==> src/shared/csr_pkg.sv <==
// Summary of operation
// - Bank bits pick one of four register banks
// - Bit zero tracks even parity of accumulator
// - Bit five is a free user flag
// - Bit one is a second free flag
// - Stack pointer resets to 0x07
// - Stack pointer increments before each push
// - Data pointer is sixteen bits, two bytes
// - Data pointer loads whole or by halves
// - Data pointer addresses tables and external data
// - Fetch counter resets to 0x0000
// - Fetch counter advances per opcode or operand; an opcode and operand fetch in one cycle step it once
// - Fetch counter has no register address
// - Accept updates from every core instruction; PSW_WE skips parity, PUSH with POP holds the pointer
package csr_pkg;

  // Register byte offsets on the bus
  localparam logic [7:0] OFF_STATUS = 8'h00;
  localparam logic [7:0] OFF_STACK  = 8'h04;
  localparam logic [7:0] OFF_DLOW   = 8'h08;
  localparam logic [7:0] OFF_DHIGH  = 8'h0c;

  // Status word field positions
  localparam int CARRY_BIT  = 7;
  localparam int HALF_BIT   = 6;
  localparam int USER0_BIT  = 5;
  localparam int BANK_HI    = 4;
  localparam int BANK_LO    = 3;
  localparam int WRAP_BIT   = 2;
  localparam int USER1_BIT  = 1;
  localparam int PARITY_BIT = 0;

  // Reset values
  localparam logic [7:0]  STATUS_RST = 8'h00;
  localparam logic [7:0]  STACK_RST  = 8'h07;
  localparam logic [15:0] DATA_ADDRESS_PAIR_RST   = 16'h0000;
  localparam logic [15:0] FETCH_RST  = 16'h0000;

  // Bank geometry and bus codes
  localparam int         BANK_SHIFT = 3;
  localparam logic [1:0] TRANS_IDLE = 2'h0;
  localparam logic [1:0] RESP_OKAY  = 2'h0;

endpackage : csr_pkg

==> src/rtl/csr_flag_calc.sv <==
`timescale 1ns/1ns
module csr_flag_calc (
  // Operands
  input  logic [7:0] op_a,
  input  logic [7:0] op_b,
  input  logic       subtract,
  input  logic       carry_in,
  input  logic [7:0] acc,
  // Flags
  output logic       carry_out,
  output logic       half_out,
  output logic       wrap_out,
  output logic       parity_out
);

  logic [7:0] b_eff;
  logic       c_eff;
  logic [8:0] sum;
  logic [4:0] nib;

  // Subtract as add of the complement; borrow is the inverted carry
  assign b_eff = subtract ? ~op_b : op_b;
  assign c_eff = subtract ? ~carry_in : carry_in;
  assign sum   = {1'b0, op_a} + {1'b0, b_eff} + {8'h00, c_eff};
  assign nib   = {1'b0, op_a[3:0]} + {1'b0, b_eff[3:0]} + {4'h0, c_eff};

  assign carry_out  = sum[8] ^ subtract;
  assign half_out   = nib[4] ^ subtract;
  assign wrap_out   = (op_a[7] == b_eff[7]) && (sum[7] != op_a[7]);
  assign parity_out = ^acc;

endmodule : csr_flag_calc

==> src/rtl/csr_regs.sv <==
// The AHB-Lite slave port and the register offsets are this design's own decisions.
`timescale 1ns/1ns
module csr_regs #(
  parameter int ADDR_W = 8
) (
  // Clock and reset
  input  logic              CLK,
  input  logic              RST_N,
  // AHB-Lite slave
  input  logic              HSEL,
  input  logic [ADDR_W-1:0] HADDR,
  input  logic [1:0]        HTRANS,
  input  logic              HWRITE,
  input  logic [2:0]        HSIZE,
  input  logic [31:0]       HWDATA,
  input  logic              HREADY,
  output logic [31:0]       HRDATA,
  output logic              HREADYOUT,
  output logic              HRESP,
  // Accumulator from the core
  input  logic [7:0]        ACC,
  // Arithmetic flag update
  input  logic              ARITH_VALID,
  input  logic              ARITH_SUB,
  input  logic              ARITH_USE_CARRY,
  input  logic [7:0]        ARITH_A,
  input  logic [7:0]        ARITH_B,
  // Direct flag and status writes
  input  logic              CARRY_WE,
  input  logic              CARRY_VAL,
  input  logic              PSW_WE,
  input  logic [7:0]        PSW_WDATA,
  // Stack pointer control
  input  logic              PUSH,
  input  logic              POP,
  input  logic              SP_WE,
  input  logic [7:0]        SP_WDATA,
  // Data pointer control
  input  logic              DATA_ADDRESS_PAIR_LD16,
  input  logic [15:0]       DATA_ADDRESS_PAIR_DATA,
  input  logic              DPL_WE,
  input  logic              DPH_WE,
  input  logic [7:0]        DPB_DATA,
  input  logic              DATA_ADDRESS_PAIR_INC,
  // Fetch counter control
  input  logic              FETCH_OP,
  input  logic              FETCH_OPND,
  input  logic              PC_LOAD,
  input  logic [15:0]       PC_TARGET,
  // State towards the core
  output logic [7:0]        STATUS_WORD,
  output logic [7:0]        STACK_TOP,
  output logic [7:0]        BANK_BASE,
  output logic [15:0]       XDATA_ADDR,
  output logic [15:0]       CODE_TABLE_ADDR,
  output logic [15:0]       FETCH_ADDR
);

  if (ADDR_W < 8) begin : g_chk
    $error("ADDR_W must be at least 8");
  end

  logic [7:0]  psw_q;
  logic [7:0]  psw_d;
  logic [7:0]  sp_q;
  logic [7:0]  sp_d;
  logic [15:0] data_address_pair_q;
  logic [15:0] data_address_pair_d;
  logic [15:0] pc_q;
  logic [15:0] pc_d;
  logic [15:0] tab_q;
  logic [31:0] rdata_q;
  logic        wr_pend_q;
  logic [7:0]  wr_addr_q;

  // Bus decode
  wire         addr_ok  = HSEL && HREADY && (HTRANS[1] == 1'b1);
  wire         wr_take  = addr_ok && HWRITE;
  wire         rd_take  = addr_ok && !HWRITE;
  wire         hit_stat = HADDR == ADDR_W'(csr_pkg::OFF_STATUS);
  wire         hit_stk  = HADDR == ADDR_W'(csr_pkg::OFF_STACK);
  wire         hit_dlo  = HADDR == ADDR_W'(csr_pkg::OFF_DLOW);
  wire         hit_dhi  = HADDR == ADDR_W'(csr_pkg::OFF_DHIGH);
  // Unmapped reads return zero; the fetch counter has no slot
  wire [7:0]   rd_byte  = hit_stat ? psw_q :
                          hit_stk  ? sp_q :
                          hit_dlo  ? data_address_pair_q[7:0] :
                          hit_dhi  ? data_address_pair_q[15:8] : 8'h00;
  wire         bw_stat  = wr_pend_q && (wr_addr_q == csr_pkg::OFF_STATUS);
  wire         bw_stk   = wr_pend_q && (wr_addr_q == csr_pkg::OFF_STACK);
  wire         bw_dlo   = wr_pend_q && (wr_addr_q == csr_pkg::OFF_DLOW);
  wire         bw_dhi   = wr_pend_q && (wr_addr_q == csr_pkg::OFF_DHIGH);
  wire [7:0]   wbyte    = HWDATA[7:0];

  // Flag arithmetic
  logic        ar_carry;
  logic        ar_half;
  logic        ar_wrap;
  logic        acc_par;
  wire         ar_cin   = ARITH_USE_CARRY && psw_q[csr_pkg::CARRY_BIT];

  csr_flag_calc u_flags (
    .op_a       (ARITH_A),
    .op_b       (ARITH_B),
    .subtract   (ARITH_SUB),
    .carry_in   (ar_cin),
    .acc        (ACC),
    .carry_out  (ar_carry),
    .half_out   (ar_half),
    .wrap_out   (ar_wrap),
    .parity_out (acc_par)
  );

  // Core instruction writes win over a bus write in the same cycle
  wire [7:0]   psw_sw   = bw_stat ? wbyte : psw_q;
  wire [7:0]   psw_in   = PSW_WE ? PSW_WDATA : psw_sw;

  always_comb begin
    psw_d = psw_in;
    if (ARITH_VALID) begin
      psw_d[csr_pkg::CARRY_BIT] = ar_carry;
      psw_d[csr_pkg::HALF_BIT]  = ar_half;
      psw_d[csr_pkg::WRAP_BIT]  = ar_wrap;
    end
    if (CARRY_WE) begin
      psw_d[csr_pkg::CARRY_BIT] = CARRY_VAL;
    end
    // Parity is never writable; it lags the accumulator by one cycle
    psw_d[csr_pkg::PARITY_BIT] = acc_par;
  end

  // Stack pointer: pre-increment on push, post-decrement on pop
  assign sp_d = SP_WE ? SP_WDATA :
                (PUSH && !POP) ? sp_q + 8'h01 :
                (POP && !PUSH) ? sp_q - 8'h01 :
                bw_stk ? wbyte : sp_q;

  // Data pointer, loaded whole or by byte
  wire [7:0]   dpl_n    = DPL_WE ? DPB_DATA : bw_dlo ? wbyte : data_address_pair_q[7:0];
  wire [7:0]   dph_n    = DPH_WE ? DPB_DATA : bw_dhi ? wbyte : data_address_pair_q[15:8];
  assign data_address_pair_d = DATA_ADDRESS_PAIR_LD16 ? DATA_ADDRESS_PAIR_DATA :
                  DATA_ADDRESS_PAIR_INC ? data_address_pair_q + 16'h0001 :
                  {dph_n, dpl_n};

  // Opcode and operand fetch in one cycle still count as one step
  assign pc_d = PC_LOAD ? PC_TARGET :
                (FETCH_OP || FETCH_OPND) ? pc_q + 16'h0001 : pc_q;

  always_ff @(posedge CLK) begin
    if (!RST_N) begin
      psw_q  <= csr_pkg::STATUS_RST;
      sp_q   <= csr_pkg::STACK_RST;
      data_address_pair_q <= csr_pkg::DATA_ADDRESS_PAIR_RST;
      pc_q   <= csr_pkg::FETCH_RST;
    end else begin
      psw_q  <= psw_d;
      sp_q   <= sp_d;
      data_address_pair_q <= data_address_pair_d;
      pc_q   <= pc_d;
    end
  end

  // Table address is registered, so it trails the pointer by a cycle
  always_ff @(posedge CLK) begin
    if (!RST_N) begin
      tab_q <= 16'h0000;
    end else begin
      tab_q <= data_address_pair_q + {8'h00, ACC};
    end
  end

  // Bus slave: zero wait states, writes land at the end of the data phase
  always_ff @(posedge CLK) begin
    if (!RST_N) begin
      wr_pend_q <= 1'b0;
      wr_addr_q <= 8'h00;
      rdata_q   <= 32'h0000_0000;
    end else begin
      wr_pend_q <= wr_take;
      if (wr_take) begin
        wr_addr_q <= HADDR[7:0];
      end
      if (rd_take) begin
        rdata_q <= {24'h00_0000, rd_byte};
      end
    end
  end

  assign HRDATA          = rdata_q;
  assign HREADYOUT       = 1'b1;
  assign HRESP           = csr_pkg::RESP_OKAY[0];
  assign STATUS_WORD     = psw_q;
  assign STACK_TOP       = sp_q;
  assign BANK_BASE       = {3'h0, psw_q[csr_pkg::BANK_HI:csr_pkg::BANK_LO], 3'h0};
  assign XDATA_ADDR      = data_address_pair_q;
  assign CODE_TABLE_ADDR = tab_q;
  assign FETCH_ADDR      = pc_q;

  // Checks

  sp_reset_a: assert property (
    @(posedge CLK) !RST_N |=> (sp_q == 8'h07))
    else $error("stack pointer not 0x07 after reset");

  pc_reset_a: assert property (
    @(posedge CLK) !RST_N |=> (pc_q == 16'h0000))
    else $error("fetch counter not zero after reset");

  push_inc_a: assert property (
    @(posedge CLK) disable iff (!RST_N)
    (PUSH && !POP && !SP_WE) |=> (sp_q == $past(sp_q) + 8'h01))
    else $error("push did not pre-increment stack pointer");

  parity_track_a: assert property (
    @(posedge CLK) disable iff (!RST_N)
    $past(RST_N) |-> (psw_q[csr_pkg::PARITY_BIT] == ^$past(ACC)))
    else $error("parity bit does not match accumulator");

  user_flags_a: assert property (
    @(posedge CLK) disable iff (!RST_N)
    (bw_stat && !PSW_WE) |=> (psw_q[5] == $past(HWDATA[5]))
                             && (psw_q[1] == $past(HWDATA[1])))
    else $error("user flag write lost");

  bank_sel_a: assert property (
    @(posedge CLK) disable iff (!RST_N)
    (bw_stat && !PSW_WE) |=> (BANK_BASE == {3'h0, $past(HWDATA[4:3]), 3'h0})
                             && (BANK_BASE <= 8'h18))
    else $error("bank base does not follow bank bits");

  carry_upd_a: assert property (
    @(posedge CLK) disable iff (!RST_N)
    (ARITH_VALID && !CARRY_WE) |=> (psw_q[7] == $past(ar_carry))
                                   && (psw_q[2] == $past(ar_wrap)))
    else $error("arithmetic flags not updated");

  data_address_pair_load_a: assert property (
    @(posedge CLK) disable iff (!RST_N)
    DATA_ADDRESS_PAIR_LD16 |=> (XDATA_ADDR == $past(DATA_ADDRESS_PAIR_DATA)))
    else $error("sixteen-bit pointer load lost");

  data_address_pair_half_a: assert property (
    @(posedge CLK) disable iff (!RST_N)
    (DPL_WE && !DPH_WE && !DATA_ADDRESS_PAIR_LD16 && !DATA_ADDRESS_PAIR_INC && !bw_dhi)
      |=> (data_address_pair_q == {$past(data_address_pair_q[15:8]), $past(DPB_DATA)}))
    else $error("low byte load disturbed the pointer");

  table_addr_a: assert property (
    @(posedge CLK) disable iff (!RST_N)
    ##1 (CODE_TABLE_ADDR == $past(data_address_pair_q) + {8'h00, $past(ACC)}))
    else $error("table address not pointer plus accumulator");

  pc_step_a: assert property (
    @(posedge CLK) disable iff (!RST_N)
    ((FETCH_OP || FETCH_OPND) && !PC_LOAD) |=> (pc_q == $past(pc_q) + 16'h0001))
    else $error("fetch counter did not advance");

  pc_hidden_a: assert property (
    @(posedge CLK) disable iff (!RST_N)
    (wr_pend_q && !FETCH_OP && !FETCH_OPND && !PC_LOAD) |=> $stable(pc_q))
    else $error("bus write reached the fetch counter");

  bus_okay_a: assert property (
    @(posedge CLK) disable iff (!RST_N)
    rd_take |=> HREADYOUT && !HRESP && (HRDATA[31:8] == 24'h00_0000))
    else $error("bus answer not a zero-wait OKAY");

  sp_write_a: assert property (
    @(posedge CLK) disable iff (!RST_N)
    SP_WE |=> (sp_q == $past(SP_WDATA)))
    else $error("direct stack pointer write lost");

  pop_dec_a: assert property (
    @(posedge CLK) disable iff (!RST_N)
    (POP && !PUSH && !SP_WE) |=> (sp_q == $past(sp_q) - 8'h01))
    else $error("pop did not decrement stack pointer");

  carry_write_a: assert property (
    @(posedge CLK) disable iff (!RST_N)
    CARRY_WE |=> (psw_q[7] == $past(CARRY_VAL)))
    else $error("direct carry write lost");

  half_upd_a: assert property (
    @(posedge CLK) disable iff (!RST_N)
    ARITH_VALID |=> (psw_q[6] == $past(ar_half)))
    else $error("half-carry flag not updated");

  psw_write_a: assert property (
    @(posedge CLK) disable iff (!RST_N)
    (PSW_WE && !ARITH_VALID && !CARRY_WE) |=> (psw_q[7:1] == $past(PSW_WDATA[7:1])))
    else $error("status word write lost");

  pc_load_a: assert property (
    @(posedge CLK) disable iff (!RST_N)
    PC_LOAD |=> (pc_q == $past(PC_TARGET)))
    else $error("jump load of fetch counter lost");

  data_address_pair_inc_a: assert property (
    @(posedge CLK) disable iff (!RST_N)
    (DATA_ADDRESS_PAIR_INC && !DATA_ADDRESS_PAIR_LD16) |=> (data_address_pair_q == $past(data_address_pair_q) + 16'h0001))
    else $error("pointer increment lost");

  data_address_pair_high_a: assert property (
    @(posedge CLK) disable iff (!RST_N)
    (DPH_WE && !DATA_ADDRESS_PAIR_LD16 && !DATA_ADDRESS_PAIR_INC) |=> (data_address_pair_q[15:8] == $past(DPB_DATA)))
    else $error("high byte load lost");

endmodule : csr_regs

==> config.mk <==
export PLATFORM = sky130hd
export DESIGN_NAME = csr_regs
export DESIGN_NICKNAME = d
export VERILOG_FILES = /design/src/shared/csr_pkg.sv /design/src/rtl/csr_flag_calc.sv /design/src/rtl/csr_regs.sv
export SDC_FILE = /design/constraint.sdc
export NUM_CORES = 1
export LEC_CHECK = 0
export BUFFER_PORTS_ARGS = -buffer_cell sky130_fd_sc_hd__buf_2
export CORE_AREA = 4 4 114 116
export DETAILED_ROUTE_END_ITERATION = 8
export DIE_AREA = 0 0 118 120
export HOLD_SLACK_MARGIN = 0.1
export PLACE_DENSITY = 0.89
export SLEW_MARGIN = 20
export SYNTH_ARGS = -nofsm -noshare
export SYNTH_HDL_FRONTEND = slang
export SYNTH_SLANG_ARGS = --single-unit
==> constraint.sdc <==
create_clock -name CLK -period 2.99 [get_ports CLK]
set_clock_uncertainty 0.2 [all_clocks]
set_input_delay 0.4485 -clock CLK [delete_from_list [all_inputs] [get_ports CLK]]
set_output_delay 0.4485 -clock CLK [all_outputs]
set_load 0.02 [all_outputs]
# After elaboration in Yosys (flattened, before gate mapping)
# Index checks and enable logic that the tools add are counted.
dict set report word_totals {
  out_inout_bits 106
  in_bits 146
  regBits 81
  elab_cells 82
}
dict set report op_classes {
  eq_ne 8
  bitwise 4
  reduce_logical 26
  n_mux 23
  addsub 9
}
# operator count
set op_table {}
lappend op_table {{$mux W8} 15}
lappend op_table {{$mux W16} 4}
lappend op_table {{$add A16 B1 Y16 const B} 2}
lappend op_table {{$eq A8 B4 Y1 const B} 4}
lappend op_table {{$add A16 B8 Y16} 1}
lappend op_table {{$eq A8 B3 Y1 const B} 2}
lappend op_table {{$logic_not A8 Y1} 2}
lappend op_table {{$reduce_bool A4 Y1} 4}
lappend op_table {{$logic_and A1 B1 Y1} 12}
lappend op_table {{$add A8 B8 Y9} 1}
lappend op_table {{$add A9 B1 Y9} 1}
lappend op_table {{$add A8 B1 Y8 const B} 1}
lappend op_table {{$not A8 Y8} 1}
lappend op_table {{$reduce_xor A8 Y1} 1}
lappend op_table {{$sub A8 B1 Y8 const B} 1}
lappend op_table {{$add A4 B4 Y5} 1}
lappend op_table {{$add A5 B1 Y5} 1}
lappend op_table {{$reduce_bool A2 Y1} 2}
lappend op_table {{$logic_not A1 Y1} 3}
lappend op_table {{$mux W1} 3}
lappend op_table {{$reduce_bool A3 Y1} 1}
lappend op_table {{$mux W2} 1}
lappend op_table {{$xor A1 B1 Y1} 2}
lappend op_table {{$eq A1 B1 Y1} 1}
lappend op_table {{3 further kinds} 3}

# Depth between registers and ports, before layout
# Gate-level depths: netlist of the first run.
dict set report depth {
  word_depth 7
  mapped_depth 9
  mapped_depth_nobuf 9
}

# Cells and area by module
# A second synthesis of the first run with hierarchy kept.
dict set report unflattened {
  hier_cells 683
  hier_area_um2 5646.7
}
# module seq_area_each_um2 cells_each n_inst area_per_inst_um2
set by_module_without_submodules {}
lappend by_module_without_submodules {csr_regs 1621.6 638 1 5272.6}
lappend by_module_without_submodules {csr_flag_calc 0.0 45 1 374.1}

# Worst setup path after synthesis of the first run
# OpenSTA, ideal clock, no wires.
dict set report synth_timing {
  kind {input-to-reg}
  from {input port ARITH_SUB}
  to {register psw_q[2], in the netlist STATUS_WORD[2]}
  required_time_ns 2.703
  t_arrival_ns 2.524
  n_path_buf 1
  stages 8
  setup_ns 0.087
  setup_slack_ns 0.179
  path_cell_list {buf_1 xor2_1 ha_1 or4_1 o32ai_1 o21ai_0 xnor2_1 o31ai_1}
}
dict set report synth_between {
  elab_chain_len 6
  elab_cells_between_ends 8
  classes_between {add/sub (2); eq/ne (2); mux (3); reduce/logical (1)}
}
# item line
set synth_rtl {}
lappend synth_rtl {{from (decl)} csr_regs.sv:24} ;# input logic ARITH_SUB,
lappend synth_rtl {{$mux W8} csr_flag_calc.sv:22} ;# assign b_eff = subtract ? ~op_b : op_b;
lappend synth_rtl {{$add A8 B8 Y9} csr_flag_calc.sv:24} ;# assign sum = {1'b0, op_a} + {1'b0, b_eff} + {8'h00, c_eff};
lappend synth_rtl {{$add A9 B1 Y9} csr_flag_calc.sv:24}
lappend synth_rtl {{$ne A1 B1 Y1} csr_flag_calc.sv:29} ;# assign wrap_out = (op_a[7] == b_eff[7]) && (sum[7] != op_a[7]);
lappend synth_rtl {{$logic_and A1 B1 Y1 (*)} csr_flag_calc.sv:29}
lappend synth_rtl {{$mux W1 (*)} csr_regs.sv:120} ;# if (ARITH_VALID) begin
lappend synth_rtl {{to (signal assigned)} csr_regs.sv:151} ;# psw_q <= csr_pkg::STATUS_RST;
lappend synth_rtl {{to (signal assigned)} csr_regs.sv:156} ;# psw_q <= psw_d;
lappend synth_rtl {{to (decl)} csr_regs.sv:63} ;# logic [7:0] psw_q;
# Mark *: on every way between the ends. The rest lies on a longest branch, timed or not.
# A chain may end at the register's enable or synchronous reset.

# Worst setup path in the final report of the first run
dict set report layout_timing {
  from {register data_address_pair_q[0], in the netlist XDATA_ADDR[0]}
  to {register tab_q[12], in the netlist CODE_TABLE_ADDR[12]}
}
dict set report layout_between {
  elab_chain_len 1
}
# item line
set layout_rtl {}
lappend layout_rtl {{from (decl)} csr_regs.sv:67} ;# logic [15:0] data_address_pair_q;
lappend layout_rtl {{from (signal assigned)} csr_regs.sv:153} ;# data_address_pair_q <= csr_pkg::DATA_ADDRESS_PAIR_RST;
lappend layout_rtl {{from (signal assigned)} csr_regs.sv:158} ;# data_address_pair_q <= data_address_pair_d;
lappend layout_rtl {{$add A16 B8 Y16} csr_regs.sv:168} ;# tab_q <= data_address_pair_q + {8'h00, ACC};
lappend layout_rtl {{to (signal assigned)} csr_regs.sv:168}
lappend layout_rtl {{to (decl)} csr_regs.sv:71} ;# logic [15:0] tab_q;
# No other way between the ends.

==> out/qor.yml, run 1 <==
setup_violations: 0
synthDistinctLibCells: 62
cts_buffers: 9
place_inst: 1027
crit_path_start: "XDATA_ADDR[0]$_SDFFE_PN0P_"
critical_path_class: "register to register"
synth_top_flop_cell: "dfxtp_1"
viasPerCell: 5.698
p_per_area_nw_per_um2: 476.6
via_count: 5949
path_buf_inv: 2
async_flop_share_pct: 0
cp_max_fo: 4
holdBufCountCts: 0
rsz0062_at_grt: "false"
hold_viol: 0
holdCritStartpoint: "SP_WDATA[0]"
fin_tns_setup_ps: 0
hold_class: "input port to register"
crit_arrival_ps: 2500
wl_per_cell_um: 17.05
cts_tree: "yes"
htreeDepth: 3
antenna_found_initial: 2
crit_path_end_kind: "register"
first_global_vias: 5559
yosysMostFrequentCell: "dfxtp_1"
slowest_stage: "fa_1"
netlist.area_leader.share_pct: 28.34
grt_usage_pct: 24.44
grt-ovfl-total: 0
drive_above_1_share_pct: 25.67
synth-compound-area-share_pct: 24.89
synth_top_family_by_area: "compound AO/OA/AOI/OAI gates"
layout.nets: 1058
critical-path-max-stage-delay_ps: 380
cts_resized: 0
synthAdderAreaFrac_pct: 4.723
fmax_mhz: 404.2
cp_num_cells: 10
slew_violations: 0
fin_crit_ps: 2474
gp_congestion: 0.9334
first_pass_iters: 5
hold_slack_ps: 125.9
cp.required_ps: 3020
cp_top_family: "compound AO/OA/AOI/OAI gates"
drc_errors: 0
max-clock-path-buffers: 2
synth_area_per_cell_um2: 7.849
min_path_cells: 3
port_buffers: 190
status: "complete, no violations"
grt_pass1_wl_mm: 28.14
clk_pin_slew_ps: 60
rows: 40
drt_iter0_drc: 432
start_kind: "register"
grt_max_degree: 46
worst_slew_pin_slew_ps: 964.6
crit_chain: "ha_1 -> inv_1 -> fa_1 -> nor2b_1 -> o21a_1 -> o21ai_0 -> a211oi_1 -> buf_4 -> nand3_1 -> mux2i_1"
wl_mm: 17.80
ant_nets: 0
ys_ff_latch: 81
final_cells: 1044
synth_xor_area_share_pct: 6.735
vdd_drop_max_v: 0.0002878
synth_commonest_cells: "81 x dfxtp_1, 79 x nand2_1, 59 x o21ai_0, 52 x a21oi_1, 37 x buf_4"
hpwlAfterDp_mm: 13.81
synthMuxAreaShare_pct: 4.614
synthSimpleGateAreaFrac_pct: 21.69
root_buffer: "clkbuf_16"
die-height_um: 120
synth-warning-count: 0
post-cts-setup-buffers: 0
clock_latency_ps: 340
synthesis.area_um2: 5722
r2r_start: "XDATA_ADDR[0]$_SDFFE_PN0P_"
synth.largest_area_cell: "dfxtp_1"
cap_violations: 0
maxSlewHeadroom_pct: 35.46
coreArea_um2: 11910
dieArea_um2: 14160
die_x_um: 118
synth_edf_count: 0
yosysSeqAreaShare_pct: 28.34
clock_sinks: 81
area_delta_synth_final_pct: 21.01
p_leak_nw: 3.151
initial_core_util_pct: 48.04
syn_inst: 729
fin_crit_sh_pct: 82.75
yosys-top-cells-area: "dfxtp_1 28%, nand2_1 5.2%, o21ai_0 5.2%"
io_pins: 252
reg2reg_depth: 10
==> kinds of logic after synthesis <==
logic type	after synthesis
xor+xnor	44
buf+inv	96
flops	81
compound gates	218
other cells	2
mux	25
simple gates	242
fa+ha+maj	21
==> through the flow <==
| step | area [um^2] | power [mW] | utilization [%] | worst slack [ps] |
|---|---|---|---|---|
| 6_report | 6924 | 3.300 | 58.13 | 515.8 |
| 5_1_grt | 6924 | 3.449 | 58.13 | 328.1 |
| 4_1_cts | 6922 | 3.307 | 58.11 | 476.7 |
| 3_5_place_dp | 6593 | 2.086 | 55.35 | 207.1 |
| 3_3_place_gp | 6593 | 2.067 | 55.35 | 242.2 |
| 2_1_floorplan | 5834 | 1.831 | - | 179.4 |
==> area by class of cell <==
cell class              count  area (um^2)
diodes                      1        2.502
clock inverters             5        86.33
repair buffers            198         1011
multi-input cells         582         3705
well taps                 147        183.9
clock buffers              11        242.7
flip-flops and latches     81         1622
inverters                  19        71.32
fillers                  1082         4987
==> path summary, 6_finish.rpt <==
check | to | slack, ps
setup / recovery | CODE_TABLE_ADDR[12]$_SDFF_PN0_ | 520
hold / removal | STACK_TOP[0]$_SDFFE_PN1P_ | 130
setup reg to reg | CODE_TABLE_ADDR[12]$_SDFF_PN0_ | 520
hold reg to reg | wr_addr_q[5]$_SDFFE_PN0P_ | 260
==> flip-flops by register name (all words and copies together), names as in the netlist <==
name,cells
FETCH_ADDR,16
STATUS_WORD,8
HRDATA,8
CODE_TABLE_ADDR,16
wr_pend_q,1
STACK_TOP,8
XDATA_ADDR,16
wr_addr_q,8
==> where the power goes <==
| part | total, mW | switching [mW] | internal [mW] |
|---|---|---|---|
| Clock | 1.22 | 0.463 | 0.761 |
| Sequential | 1.26 | 0.0972 | 1.16 |
| Combinational | 0.820 | 0.490 | 0.330 |
==> cells in the final DEF, fill, tap and decap left out, types with 20 or more instances in the layout <==
| cell type | instances |
|---|---|
| ha_1 | 20 |
| nand3_1 | 22 |
| and2_1 | 21 |
| conb_1 | 32 |
| a21oi_1 | 52 |
| o21ai_0 | 59 |
| nor3_1 | 22 |
| nand2_1 | 79 |
| nor2_1 | 29 |
| dfxtp_1 | 81 |
| xor2_1 | 23 |
| xnor2_1 | 21 |
| buf_2 | 190 |
==> metal layers <==
| metal | wire length [um] | part of all wire [%] | track usage (%) | up-vias |
|---|---|---|---|---|
| li1 | - | - | - | 2895 |
| met1 | 7117 | 40 | 28.80 | 2691 |
| met2 | 8469 | 48 | 41.11 | 309 |
| met3 | 1543 | 8.7 | 6.598 | 52 |
| met4 | 655 | 3.7 | 12.01 | 2 |
| met5 | 11 | 0.062 | 0 | - |
==> worst reg2reg max path, stage by stage, from the launching register on <==
cell      delay [ps]
dfxtp_1          330
ha_1             190
inv_1             60
fa_1             380
nor2b_1          190
o21a_1           160
o21ai_0          170
a211oi_1         270
buf_4            170
nand3_1           90
mux2i_1          140
Note: power is estimated with default switching activity, not from simulation.
==> inputs of run 2 (changes only) <==
Settings changed: ABC_AREA set to 1, CORE_AREA 4 4 114 116 to 4 4 115 117, DIE_AREA 0 0 118 120 to 0 0 119 121.
Clock period 2.99 ns to 2.4 ns, I/O delays scaled along.
==> run 2 against run 1 <==
Effect of this change: critical path depth is 1 higher; via count rose by 16%; clock-buffer cell count grew 1; global-route usage is 2.3 points higher; utilization rose by 1.9 points; synthesized cell count is 21% higher; clock power rose by 21%; routed wire length is 8.6% higher.
==> out/qor.yml, run 2 <==
die-height_um: 121  # +0.83%
synth_commonest_cells: "169 x nand2_1, 94 x a21oi_1, 94 x inv_1, 93 x o21ai_0, 81 x dfxtp_1"
grt_max_degree: 41  # -11%
hold_slack_ps: 118.0  # -7.922 ps
hold_class: "input port to register"
worst_slew_pin_slew_ps: 507.9  # -456.8 ps
setup_violations: 0  # unchanged
max-clock-path-buffers: 2  # unchanged
synthesis.area_um2: 5877  # +2.7%
grt-ovfl-total: 0  # unchanged
start_kind: "register"
gp_congestion: 0.9590  # +2.7%
synthDistinctLibCells: 53  # -15%
io_pins: 252  # unchanged
die_x_um: 119  # +0.85%
crit_chain: "ha_1 -> inv_1 -> fa_1 -> o31ai_2 -> nand2_1 -> nand2_1 -> nand2_2 -> clkinv_1 -> nand2_1 -> o21ai_1 -> a21oi_1"
final_area_um2: 7420  # +7.2%
first_global_vias: 6416  # +15%
synth_edf_count: 0  # unchanged
netlist.area_leader.share_pct: 27.59  # -0.75 points
yosysSeqAreaShare_pct: 27.59  # -0.75 points
area_delta_synth_final_pct: 26.25
ys_ff_latch: 81  # unchanged
fin_tns_setup_ps: 0  # unchanged
dpl_cell_area_um2: 6935  # +5.2%
yosysMostFrequentCell: "nand2_1"
hpwlAfterDp_mm: 15.11  # +9.4%
slew_violations: 0  # unchanged
viasPerCell: 5.464  # -4.1%
first_pass_iters: 5  # unchanged
n_antenna_cell: 0  # -1
clock_sinks: 81  # unchanged
synth_area_per_cell_um2: 6.648  # -15%
cts_tree: "yes"
clock_latency_ps: 340  # about the same
fin_crit_ps: 2212  # -262.2 ps
fin_crit_sh_pct: 92.17  # +9.4 points
drt_iter0_drc: 606  # +40%
maxSlewHeadroom_pct: 66.09  # +31 points
yosys-top-cells-area: "dfxtp_1 28%, nand2_1 11%, a21oi_1 8.0%"
final_common_cell: "buf_2"
cp.required_ps: 2420  # -600 ps
cp_max_fo: 4  # unchanged
slowest_stage: "fa_1"
p_leak_nw: 3.550  # +13%
p_per_area_nw_per_um2: 557.9  # +17%
synth.largest_area_cell: "dfxtp_1"
grt_usage_pct: 26.76  # +2.3 points
rows: 41  # +2.5%
rsz0062_at_grt: "false"
syn_inst: 884  # +21%
async_flop_share_pct: 0  # unchanged
crit_path_end_kind: "register"
critical_path_class: "register to register"
ant_nets: 0  # unchanged
port_buffers: 190  # unchanged
dieArea_um2: 14400  # +1.7%
antenna_found_initial: 0  # -2
synth_top_flop_cell: "dfxtp_1"
path_buf_inv: 2  # unchanged
final_cells: 1266  # +21%
layout.nets: 1257  # +19%
clk_pin_slew_ps: 60  # about the same
via_count: 6917  # +16%
critical-path-max-stage-delay_ps: 410  # +30 ps
crit_arrival_ps: 2230  # -270 ps
htreeDepth: 3  # unchanged
cp_top_family: "adder cells"
fmax_mhz: 452.1  # +12%
cts_buffers: 9  # unchanged
cap_violations: 0  # unchanged
status: "complete, no violations"
hold_viol: 0  # unchanged
final_cell_mix: "190 x buf_2, 168 x nand2_1, 94 x inv_1, 94 x a21oi_1, 93 x o21ai_0"
initial_core_util_pct: 47.54  # -0.50 points
synth-warning-count: 0  # unchanged
drc_errors: 0  # unchanged
wl_per_cell_um: 15.26  # -10%
wl_mm: 19.32  # +8.6%
vdd_drop_max_v: 0.0004134  # +44%
fillCellCount: 1134  # +4.8%
place_inst: 1234  # +20%
drive_above_1_share_pct: 24.41  # -1.3 points
total_power_mw: 4.139  # +25%
coreArea_um2: 12360  # +3.8%
cpMostUsedCell: "nand2_1"
root_buffer: "clkbuf_16"
grt_pass1_wl_mm: 31.47  # +12%
-- run 2: cell types whose count changed after synthesis, moves of 11 or more --
| cell | before | now |
|---|---|---|
| and2_1 | 21 | 0 |
| a21boi_0 | 11 | 0 |
| o21ai_0 | 59 | 93 |
| mux2i_1 | 17 | 0 |
| nand3_1 | 22 | 44 |
| xnor2_1 | 21 | 4 |
| nand2_1 | 79 | 169 |
| nor2_1 | 29 | 58 |
| nor3_1 | 22 | 10 |
| a21oi_1 | 52 | 94 |
| inv_1 | 19 | 94 |
| nor2b_1 | 18 | 0 |
| o211a_1 | 11 | 0 |
| clkbuf_1 | 29 | 17 |
-- run 2: kinds of logic (layout without fill, tap and decap cells) --
| family | Yosys count | after routing | share of synthesized area, % |
|---|---|---|---|
| AO/OA/AOI/OAI | 262 | 262 | 25.31 |
| XOR/XNOR | 22 | 22 | 3.279 |
| adder cells (fa/ha/maj) | 21 | 21 | 4.599 |
| buffers and inverters | 170 | 350 | 13.33 |
| flip-flops | 81 | 81 | 27.59 |
| other | 2 | 32 | 0.1278 |
| AND/OR/NAND/NOR | 326 | 326 | 25.76 |
-- run 2: worst paths after layout --
kind                            cells after the start                        endpoint                  startpoint  slack, ps
worst max-delay path                               11  CODE_TABLE_ADDR[14]$_SDFF_PN0_  XDATA_ADDR[0]$_SDFFE_PN0P_        190
worst min-delay path                                3     XDATA_ADDR[10]$_SDFFE_PN0P_  DATA_ADDRESS_PAIR_DATA[10]        120
worst max register to register                     11  CODE_TABLE_ADDR[14]$_SDFF_PN0_  XDATA_ADDR[0]$_SDFFE_PN0P_        190
worst min register to register                      2          HRDATA[7]$_SDFFE_PN0P_      HRDATA[7]$_SDFFE_PN0P_        270
-- run 2: layout make-up --
cell class | count | area (um^2) | area share [%]
Clock buffer | 12 | 246.5 | 3.322
Clock inverter | 3 | 65.06 | 0.8769
Inverter | 106 | 397.9 | 5.363
Multi-Input combinational cell | 663 | 3587 | 48.35
Sequential cell | 81 | 1622 | 21.86
Tap cell | 172 | 215.2 | 2.900
Timing Repair Buffer | 229 | 1286 | 17.34
-- run 2: worst register-to-register path, stage by stage, from the launching register on --
cell,delay (ps)
dfxtp_1,350
ha_1,170
inv_1,50
fa_1,410
o31ai_2,290
nand2_1,90
nand2_1,140
nand2_2,100
clkinv_1,70
nand2_1,60
o21ai_1,130
a21oi_1,50
-- run 2: stage by stage --
stage          worst slack [ps]  util (%)
6_report                  188.0     60.01
3_5_place_dp              31.57     56.10
5_1_grt                   13.56     60.01
4_1_cts                   149.8     59.99
2_1_floorplan             57.89         -
3_3_place_gp              73.93     56.10
-- run 2: power breakdown --
group | leakage (nW) | internal [mW] | total [mW] | switching, mW
Clock | 0.153 | 0.933 | 1.48 | 0.543
Sequential | 0.669 | 1.45 | 1.55 | 0.106
Combinational | 2.73 | 0.399 | 1.11 | 0.711
Total | 3.55 | 2.78 | 4.14 | 1.36
-- run 2: repair_timing --
action                     4_1_cts  5_1_grt
setup endpoints to repair        0        1
resized for setup                0        1
hold buffers                    17        0
hold endpoints to repair        17        0
buffers inserted                 0        0
-- run 2: routing by layer --
| metal | global-route usage (%) | share of wire, % |
|---|---|---|
| met5 | 0 | 0 |
| met4 | 13.83 | 4.4 |
| met1 | 33.84 | 40 |
| met3 | 5.688 | 9.7 |
| met2 | 42.99 | 46 |
==> inputs of run 3 (changes only) <==
Settings changed: RECOVER_POWER set to 100.
==> run 3 against run 2 <==
Effect of this change: maximum frequency down 0.47%; first-iteration DRC count grew 17%; critical path depth unchanged; clock power barely moved; critical path type unchanged; highest routed layer unchanged.
==> out/qor.yml, run 3 (synthesis gave the netlist of run 2 again) <==
clk_pin_slew_ps: 60  # about the same
final_common_cell: "nand2_1"
drc_errors: 0  # unchanged
layout.nets: 1257  # unchanged
port_buffers: 190  # unchanged
critical_path_class: "register to register"
wl_per_cell_um: 15.36  # +0.67%
fillCellCount: 1188  # +4.8%
area_delta_synth_final_pct: 23.36
grt_pass1_wl_mm: 31.47  # unchanged
dieArea_um2: 14400  # unchanged
ant_nets: 0  # unchanged
cp.required_ps: 2420  # about the same
hold_viol: 0  # unchanged
drt_iter0_drc: 707  # +17%
p_leak_nw: 3.230  # -9.0%
cts_buffers: 9  # unchanged
cpMostUsedCell: "nand2_1"
max-clock-path-buffers: 2  # unchanged
hold_class: "input port to register"
clock_sinks: 81  # unchanged
dp_slack_ps: 31.57  # unchanged
fin_crit_sh_pct: 92.60  # +0.44 points
crit_arrival_ps: 2250  # +20 ps
fin_crit_ps: 2222  # +10.45 ps
die-height_um: 121  # unchanged
crit_path_end_kind: "register"
cap_violations: 0  # unchanged
initial_core_util_pct: 47.54  # unchanged
first_global_vias: 6416  # unchanged
cp_max_fo: 4  # unchanged
status: "complete, no violations"
fin_tns_setup_ps: 0  # unchanged
grt-ovfl-total: 0  # unchanged
critical-path-max-stage-delay_ps: 410  # about the same
crit_chain: "ha_1 -> inv_1 -> fa_1 -> o31ai_2 -> nand2_1 -> nand2_1 -> nand2_2 -> clkinv_1 -> nand2_1 -> o21ai_1 -> a21oi_1"
slowest_stage: "fa_1"
viasPerCell: 5.459  # about the same
wl_mm: 19.45  # +0.67%
fmax_mhz: 450.0  # -0.47%
fin_ws_ps: 177.6  # -10.45 ps
clock_latency_ps: 340  # about the same
total_power_mw: 4.112  # -0.67%
io_pins: 252  # unchanged
gp_congestion: 0.9590  # unchanged
drive_above_1_share_pct: 15.90  # -8.5 points
n_antenna_cell: 0  # unchanged
slew_violations: 0  # unchanged
rsz0062_at_grt: "false"
first_pass_iters: 6  # +1
grt_max_degree: 41  # unchanged
via_count: 6911  # -0.087%
root_buffer: "clkbuf_16"
maxSlewHeadroom_pct: 61.48  # -4.6 points
setup_violations: 0  # unchanged
vdd_drop_max_v: 0.0004119  # -0.36%
cts_tree: "yes"
worst_slew_pin_slew_ps: 577.7  # +69.89 ps
rows: 41  # unchanged
start_kind: "register"
die_x_um: 119  # unchanged
final_cell_mix: "169 x nand2_1, 114 x buf_2, 96 x inv_1"
hpwlAfterDp_mm: 15.11  # unchanged
p_per_area_nw_per_um2: 567.2  # +1.7%
grt_usage_pct: 26.76  # unchanged
antenna_found_initial: 0  # unchanged
htreeDepth: 3  # unchanged
coreArea_um2: 12360  # unchanged
## run 3: changes by cell type in the layout (fill, tap and decap cells not counted), moves of 2 or more
cell and delta:
buf_2 -76, buf_4 -7, clkbuf_1 +82, inv_1 +2, inv_2 -2, nor2_1 +3, nor2_4 -2, o21ai_0 +2
o21ai_1 -2
## run 3: where the power goes
group	switching, mW	total, mW	internal (mW)	leakage (nW)
registers	0.109	1.56	1.45	0.669
clock network	0.551	1.48	0.933	0.153
logic	0.706	1.07	0.365	2.41
## run 3: worst max-delay path: cells and delay by family (launching register included)
family / cells / cell delay [ps]
buffers and inverters: 2 / 120
DFF: 1 / 350
AOI/OAI and AO/OA: 3 / 460
and+or+nand+nor: 4 / 390
adders and majority gates: 2 / 580
## run 3: layout make-up
| cell class | instances | area, um^2 | share of cell area (%) |
|---|---|---|---|
| tap | 172 | 215.2 | 2.969 |
| inverter | 106 | 397.9 | 5.488 |
| sequential | 81 | 1622 | 22.37 |
| clock inverter | 3 | 65.06 | 0.8975 |
| multi-input combinational | 663 | 3535 | 48.76 |
| clock buffer | 12 | 246.5 | 3.400 |
| timing repair buffer | 229 | 1169 | 16.12 |
## run 3: path summary, 6_finish.rpt
check	start	end	slack [ps]	depth (start not counted)
hold / removal	PSW_WDATA[1]	STATUS_WORD[1]$_SDFFE_PN0P_	110	3
hold reg to reg	HRDATA[7]$_SDFFE_PN0P_	HRDATA[7]$_SDFFE_PN0P_	270	2
setup / recovery	XDATA_ADDR[0]$_SDFFE_PN0P_	CODE_TABLE_ADDR[14]$_SDFF_PN0_	180	11
setup reg to reg	XDATA_ADDR[0]$_SDFFE_PN0P_	CODE_TABLE_ADDR[14]$_SDFF_PN0_	180	11
## run 3: per-layer routing
metal / wire length (um) / part of all wire, % / vias up / GRT usage (%)
li1: - / - / 3348 / -
met1: 7849 / 40 / 3065 / 33.84
met2: 8920 / 46 / 423 / 42.99
met3: 1859 / 9.6 / 75 / 5.688
met4: 818 / 4.2 / 0 / 13.83
met5: 0 / 0 / - / 0
## run 3: metrics by stage
stage / utilization (%) / instances / hold slack [ps] / instance area [um^2]
global placement: 56.10 / 1234 / 253.9 / 6935
global route: 58.64 / 1266 / 118.8 / 7249
detailed placement: 56.10 / 1234 / 259.1 / 6935
CTS: 59.99 / 1266 / 103.1 / 7417
floorplan: - / 914 / 278.6 / 5989
finish: 58.64 / 1266 / 113.1 / 7249
## run 3: timing repair
item / in CTS / in global routing
setup endpoints to repair: 0 / 1
endpoints found under the hold margin: 17 / 0
hold buffers: 17 / 0
setup buffers: 0 / 0
resized for setup: 0 / 1
